==> src/uart_port_map.svh <==
// constants for the dual-channel host bus port
//
// Overview of operation
// - read strobe falling edge starts a read of the indexed register, byte driven out
// - write starts at write strobe fall; byte sampled while the strobe is low, the last one committed at its rise
// - accesses taken only with chip select low, routed by channel pick
// - channel pick low selects channel B, high selects channel A
// - broadcast bit set makes one write update both channels
// - channel A interrupt output high while channel A requests service, registered one clock later
// - channel B interrupt output high while channel B requests service, registered one clock later
// - each channel has an active-low transmit space flag from its transmit state
// - register data uses one shared eight-bit two-way data bus
`ifndef UART_PORT_MAP_SVH
`define UART_PORT_MAP_SVH

`define PIN_DATA_LSB 0
`define PIN_DATA_MSB 7
`define PIN_INDEX_LSB 8
`define PIN_INDEX_MSB 10
`define PIN_PICK 11
`define PIN_WRITE_N 12
`define PIN_READ_N 13
`define PIN_CS_N 14
`define PIN_WIDTH 15
`define PIN_IDLE_VALUE 15'h7800
`define DATA_RESET 8'h00
`define INDEX_RESET 3'h0

`endif

==> src/uart_port_pkg.sv <==
// types for the dual-channel host bus port
package uart_port_pkg;

    typedef enum logic [1:0] {
        PORT_IDLE = 2'b00,
        PORT_RD_FETCH = 2'b01,
        PORT_RD_DRIVE = 2'b10,
        PORT_WR_HOLD = 2'b11
    } port_state_t;

endpackage

==> src/dual_uart_host_bus_port.sv <==
// strobe-driven host bus port in front of two uart channels
`timescale 1ns/1ns
`include "uart_port_map.svh"

module dual_uart_host_bus_port
    import uart_port_pkg::*;
#(
    parameter int DATA_WIDTH = 8,
    parameter int INDEX_WIDTH = 3
)
(
    input wire logic clk,
    input wire logic resetn,
    input wire logic csN,
    input wire logic readStrobeN,
    input wire logic writeStrobeN,
    input wire logic channelPick,
    input wire logic [INDEX_WIDTH-1:0] registerIndex,
    input wire logic [DATA_WIDTH-1:0] dataIn,
    output logic [DATA_WIDTH-1:0] dataOut,
    output logic dataOe,
    input wire logic alternateFunctionBroadcast,
    output logic [INDEX_WIDTH-1:0] regIndex,
    output logic [DATA_WIDTH-1:0] regWrData,
    output logic writeChanA,
    output logic writeChanB,
    output logic readChanA,
    output logic readChanB,
    input wire logic [DATA_WIDTH-1:0] readDataA,
    input wire logic [DATA_WIDTH-1:0] readDataB,
    input wire logic pendingA,
    input wire logic pendingB,
    input wire logic txSpaceA,
    input wire logic txSpaceB,
    output logic irqOutChanA,
    output logic irqOutChanB,
    output logic txSpaceFlagAN,
    output logic txSpaceFlagBN
);

    logic [`PIN_WIDTH-1:0] pinMeta_reg;
    logic [`PIN_WIDTH-1:0] pinSync_reg;
    logic [`PIN_WIDTH-1:0] pinPrev_reg;
    logic csLow;
    logic rdLow;
    logic wrLow;
    logic rdFall;
    logic wrFall;
    logic wrRise;
    logic rdEnd;
    port_state_t state_reg;
    port_state_t state_next;
    logic chanA_reg;
    logic chanA_next;
    logic [INDEX_WIDTH-1:0] index_reg;
    logic [INDEX_WIDTH-1:0] index_next;
    logic [DATA_WIDTH-1:0] wrData_reg;
    logic [DATA_WIDTH-1:0] wrData_next;
    logic [DATA_WIDTH-1:0] rdData_reg;
    logic [DATA_WIDTH-1:0] rdData_next;
    logic oe_reg;
    logic oe_next;
    logic [3:0] status_reg;

    // pins pass two flops; a third copy gives the edge history
    always_ff @(posedge clk or negedge resetn)
    begin
        if (!resetn)
        begin
            pinMeta_reg <= `PIN_IDLE_VALUE;
            pinSync_reg <= `PIN_IDLE_VALUE;
            pinPrev_reg <= `PIN_IDLE_VALUE;
        end
        else
        begin
            pinMeta_reg <= {csN, readStrobeN, writeStrobeN, channelPick, registerIndex, dataIn};
            pinSync_reg <= pinMeta_reg;
            pinPrev_reg <= pinSync_reg;
        end
    end

    // strobe levels and edges seen on the synchronised copy
    assign csLow = !pinSync_reg[`PIN_CS_N];
    assign rdLow = !pinSync_reg[`PIN_READ_N];
    assign wrLow = !pinSync_reg[`PIN_WRITE_N];
    assign rdFall = rdLow && pinPrev_reg[`PIN_READ_N];
    assign wrFall = wrLow && pinPrev_reg[`PIN_WRITE_N];
    assign wrRise = !wrLow && !pinPrev_reg[`PIN_WRITE_N];
    assign rdEnd = !rdLow || !csLow;

    // access sequencer: next values
    always_comb
    begin
        state_next = state_reg;
        chanA_next = chanA_reg;
        index_next = index_reg;
        wrData_next = wrData_reg;
        rdData_next = rdData_reg;
        readChanA = 1'b0;
        readChanB = 1'b0;
        writeChanA = 1'b0;
        writeChanB = 1'b0;
        case (state_reg)
            PORT_IDLE:
            begin
                if (csLow && rdFall)
                begin
                    // fetch from the indexed register of the picked channel
                    index_next = pinSync_reg[`PIN_INDEX_MSB:`PIN_INDEX_LSB];
                    chanA_next = pinSync_reg[`PIN_PICK];
                    readChanA = pinSync_reg[`PIN_PICK];
                    readChanB = !pinSync_reg[`PIN_PICK];
                    state_next = PORT_RD_FETCH;
                end
                else if (csLow && wrFall)
                begin
                    index_next = pinSync_reg[`PIN_INDEX_MSB:`PIN_INDEX_LSB];
                    chanA_next = pinSync_reg[`PIN_PICK];
                    wrData_next = pinSync_reg[`PIN_DATA_MSB:`PIN_DATA_LSB];
                    state_next = PORT_WR_HOLD;
                end
            end
            PORT_RD_FETCH:
            begin
                // channel answers one cycle after its read pulse
                rdData_next = chanA_reg ? readDataA : readDataB;
                state_next = rdEnd ? PORT_IDLE : PORT_RD_DRIVE;
            end
            PORT_RD_DRIVE:
            begin
                if (rdEnd)
                begin
                    state_next = PORT_IDLE;
                end
            end
            PORT_WR_HOLD:
            begin
                if (wrLow)
                begin
                    wrData_next = pinSync_reg[`PIN_DATA_MSB:`PIN_DATA_LSB];
                end
                else if (wrRise)
                begin
                    // last byte seen while low is committed on the rise
                    writeChanA = chanA_reg || alternateFunctionBroadcast;
                    writeChanB = !chanA_reg || alternateFunctionBroadcast;
                    state_next = PORT_IDLE;
                end
                else
                begin
                    state_next = PORT_IDLE;
                end
            end
            default:
            begin
                state_next = PORT_IDLE;
            end
        endcase
        oe_next = (state_next == PORT_RD_DRIVE) && !rdEnd;
    end

    // access sequencer: registers
    always_ff @(posedge clk or negedge resetn)
    begin
        if (!resetn)
        begin
            state_reg <= PORT_IDLE;
            chanA_reg <= 1'b0;
            index_reg <= `INDEX_RESET;
            wrData_reg <= `DATA_RESET;
            rdData_reg <= `DATA_RESET;
            oe_reg <= 1'b0;
        end
        else
        begin
            state_reg <= state_next;
            chanA_reg <= chanA_next;
            index_reg <= index_next;
            wrData_reg <= wrData_next;
            rdData_reg <= rdData_next;
            oe_reg <= oe_next;
        end
    end

    // status outputs registered from the channel cores
    always_ff @(posedge clk or negedge resetn)
    begin
        if (!resetn)
        begin
            status_reg <= 4'h0;
        end
        else
        begin
            status_reg <= {pendingA, pendingB, txSpaceA, txSpaceB};
        end
    end

    assign dataOut = rdData_reg;
    assign dataOe = oe_reg;
    assign regIndex = index_reg;
    assign regWrData = wrData_reg;
    assign irqOutChanA = status_reg[3];
    assign irqOutChanB = status_reg[2];
    assign txSpaceFlagAN = !status_reg[1];
    assign txSpaceFlagBN = !status_reg[0];
endmodule

==> config.mk <==
export PLATFORM = sky130hd
export DESIGN_NAME = dual_uart_host_bus_port
export DESIGN_NICKNAME = d
export VERILOG_FILES = /design/src/uart_port_pkg.sv /design/src/dual_uart_host_bus_port.sv
export VERILOG_INCLUDE_DIRS = /design/src /design/src/src
export SDC_FILE = /design/constraint.sdc
export NUM_CORES = 1
export LEC_CHECK = 0
export BUFFER_PORTS_ARGS = -buffer_cell sky130_fd_sc_hd__clkbuf_2
export CAP_MARGIN = 5
export CORE_ASPECT_RATIO = 1.1
export CORE_MARGIN = 2
export CORE_UTILIZATION = 40
export DETAILED_ROUTE_END_ITERATION = 12
export PLACE_DENSITY = 0.66
export RECOVER_POWER = 50
export SLEW_MARGIN = 10
export SYNTH_ARGS = -nofsm -noshare
export SYNTH_HDL_FRONTEND = slang
export SYNTH_SLANG_ARGS = --single-unit
==> constraint.sdc <==
create_clock -name clk -period 2.85 [get_ports clk]
set_clock_uncertainty 0.15 [all_clocks]
set_input_delay 0.285 -clock clk [delete_from_list [all_inputs] [get_ports clk]]
set_output_delay 0.285 -clock clk [all_outputs]
set_load 0.05 [all_outputs]
==> reports/results.tsv <==
metric	value	unit
most frequent cell after synthesis	dfrtp_1	
Tmin final	2030	ps
asr flop ratio synth	100	%
Post-DP HPWL	2.34	mm
vias	1240	
Routed WL	3.37	mm
Max-slew headroom	10.1	%
DRC violations left	0	
setup TNS	0	ps
Synth top area share	63.4	%
register bit total from synthesis	59	
Via density	4.51	
clk_lat worst skew	330	ps
num ports	66	
Hold Path Class	primary input to flip-flop	
# Max-Cap Violations	0	
endpoints failing setup	0	
Final GP Congestion	0.756	
WL/cell	12.3	µm
final instance area	2750	µm²
RSZ-0062 raised after global routing	false	
sequential power share	41.1	%
top area cells in the synthesized netlist	dfrtp_1, dfstp_2, mux2_2	
Post-synth top cells	dfrtp_1, mux2_2, dfstp_2	
worst path cell trace	nor3_4 -> nand2_1 -> nor2_1 -> clkbuf_2	
Starting Density	41.6	%
total CTS buffers	9	
Multi-input gate area	424	µm²
H-tree depth	3	
Post-synth EDFFs	0	
peak supply drop	0.456	mV
number of diodes	0	
initial antenna violation count	0	
Fill cells	397	
switching share of power	34.2	%
Avg Inst Size Synth	16.3	µm²
full die area	5410	µm²
max incr delay on CP	460	ps
core area	4650	µm²
Pre-Repair DR Iteration Count	3	
Final Cycle Share	71.4	%
Leakage Power	1.37	nW
sequential element share of the synthesized area	77.0	%
crit path launch type	flip-flop	
Power Dens Cells	942	nW/µm²
Synth Instances	119	
grt total ovfl	0	
clock-pin slew on the worst setup and hold paths	60	ps
Clock Tree Root	clkbuf_8	
Routed Antenna Nets	0	
row count	26	
Worst Min Path Start	readDataB[3]	
Clock Sinks	59	
CP Data Arrival Time	1600	ps
pin count of the biggest net entering global routing	60	
worst r2r src	pinSync_reg[12]	
CTS tree	yes	
Crit. End Element	primary output	
first-pass GRT wire length	5.76	mm
Crit-path slowest cell	dfrtp_1	
number of DRC markers in iteration 0	22	
nets	252	
Setup CP Type	flip-flop to primary output	
final hold violation count	0	
share of layout cells above drive strength 1	47.0	%
die width	70.3	µm
cell area after synthesis	1930	µm²
# resized after CTS	0	
placed inst area	2330	µm²
Syn Nets	157	
FF+latch area	1490	µm²
crit path launch	state_reg[0]	
area leader, netlist	dfrtp_1	
Worst Path Required	2410	ps
critical-path maximum fanout	5	
Max Fclk	0.492	GHz
worst slew pin tran	1350	ps
post-synthesis cell type count	21	
Chip Height	76.9	µm
Max Slew Vio Count	0	
total track usage	14.2	%
number of global-route vias before repair	1325	
top_reg_cell synth	dfrtp_1	
combinational power share	26.9	%
P&R area growth vs syn	42.2	%
CP top delay family	simple AND/OR/NAND/NOR gates	
IO Port Bufs	65	
switching power	0.886	mW
clock power share	32.1	%
Int Power	1.71	mW
Synth Warn #	0	
status	finished clean	
clk buf depth	2	
Buf+Inv Stages, Crit Path	1	
-- layout by cell type, fill, tap and decap left out, types with 2 or more instances in the layout --
master / Yosys / routed
dlygate4sd3_1: 0 / 20
inv_1: 3 / 3
nand2b_1: 4 / 4
clkbuf_8: 0 / 11
dfrtp_1: 49 / 49
mux2_2: 12 / 12
nor2_1: 3 / 3
mux2i_1: 8 / 8
clkbuf_2: 0 / 65
nand2_1: 9 / 9
dfstp_1: 0 / 2
dfstp_2: 10 / 8
bufinv_16: 0 / 2
clkinv_2: 0 / 3
o21ai_0: 8 / 8
-- worst register-to-register path, cell delays in order (launching register included) --
cell	delay [ps]
dfstp_1	560
and2b_1	230
o21ai_1	350
mux2_2	390
-- logic make-up (layout without fill, tap and decap cells) --
group	Yosys count	count (layout)	share of synthesized area, %
AND/OR/NAND/NOR	23	23	6.66
flip-flops	59	59	77.0
AO/OA/AOI/OAI	11	11	3.69
XOR/XNOR	1	1	0.453
multiplexers	20	20	11.1
buffers and inverters	5	105	1.10
-- what timing repair did --
| item | in CTS | in global routing |
|---|---|---|
| setup buffers | 0 | 0 |
| hold endpoints to repair | 68 | 0 |
| hold buffers | 20 | 0 |
-- path summary, 6_finish.rpt --
check                      slack, ps  depth (start not counted)              end
min in group asynchronous        730                          3   pinSync_reg[1]
hold reg to reg                  200                          0   pinSync_reg[8]
max in group asynchronous       1000                          3  pinSync_reg[10]
setup reg to reg                1050                          3      regIndex[1]
setup / recovery                 820                          4        readChanB
hold / removal                   110                          3       dataOut[3]
-- layout make-up --
| class | instances | area share, % |
|---|---|---|
| clock inverter | 5 | 2.73 |
| sequential | 59 | 54.1 |
| multi-input combinational | 55 | 15.4 |
| timing repair buffer | 86 | 19.2 |
| inverter | 3 | 0.409 |
| clock buffer | 11 | 5.50 |
| tap | 56 | 2.55 |
-- power groups by stage --
stage	clock, mW	sequential (mW)	combinational [mW]
floorplan	0	1.42	0.155
global placement	0	1.07	0.672
detailed placement	0	1.08	0.686
CTS	0.855	1.07	0.707
global route	0.893	1.08	0.736
finish	0.831	1.06	0.696
-- metal layers --
layer,share of wire [%],GRT usage [%],wire (µm),vias to the layer above
li1,-,-,-,588
met1,37,14.3,1260,592
met2,52,23.5,1750,47
met3,6.2,4.73,209,13
met4,4.5,11.7,152,0
met5,0,0,0,-
-- per-stage QoR --
step	power (mW)	utilization, %	hold slack [ps]	cells	setup WS, ps
3_3_place_gp	1.74	50.0	183	239	1130
4_1_cts	2.63	59.2	104	275	812
2_1_floorplan	1.57	-	-161	119	996
3_5_place_dp	1.77	50.0	185	239	1080
5_1_grt	2.71	59.1	139	275	677
6_report	2.59	59.1	115	275	816
Note: power is estimated with default switching activity, not from simulation.
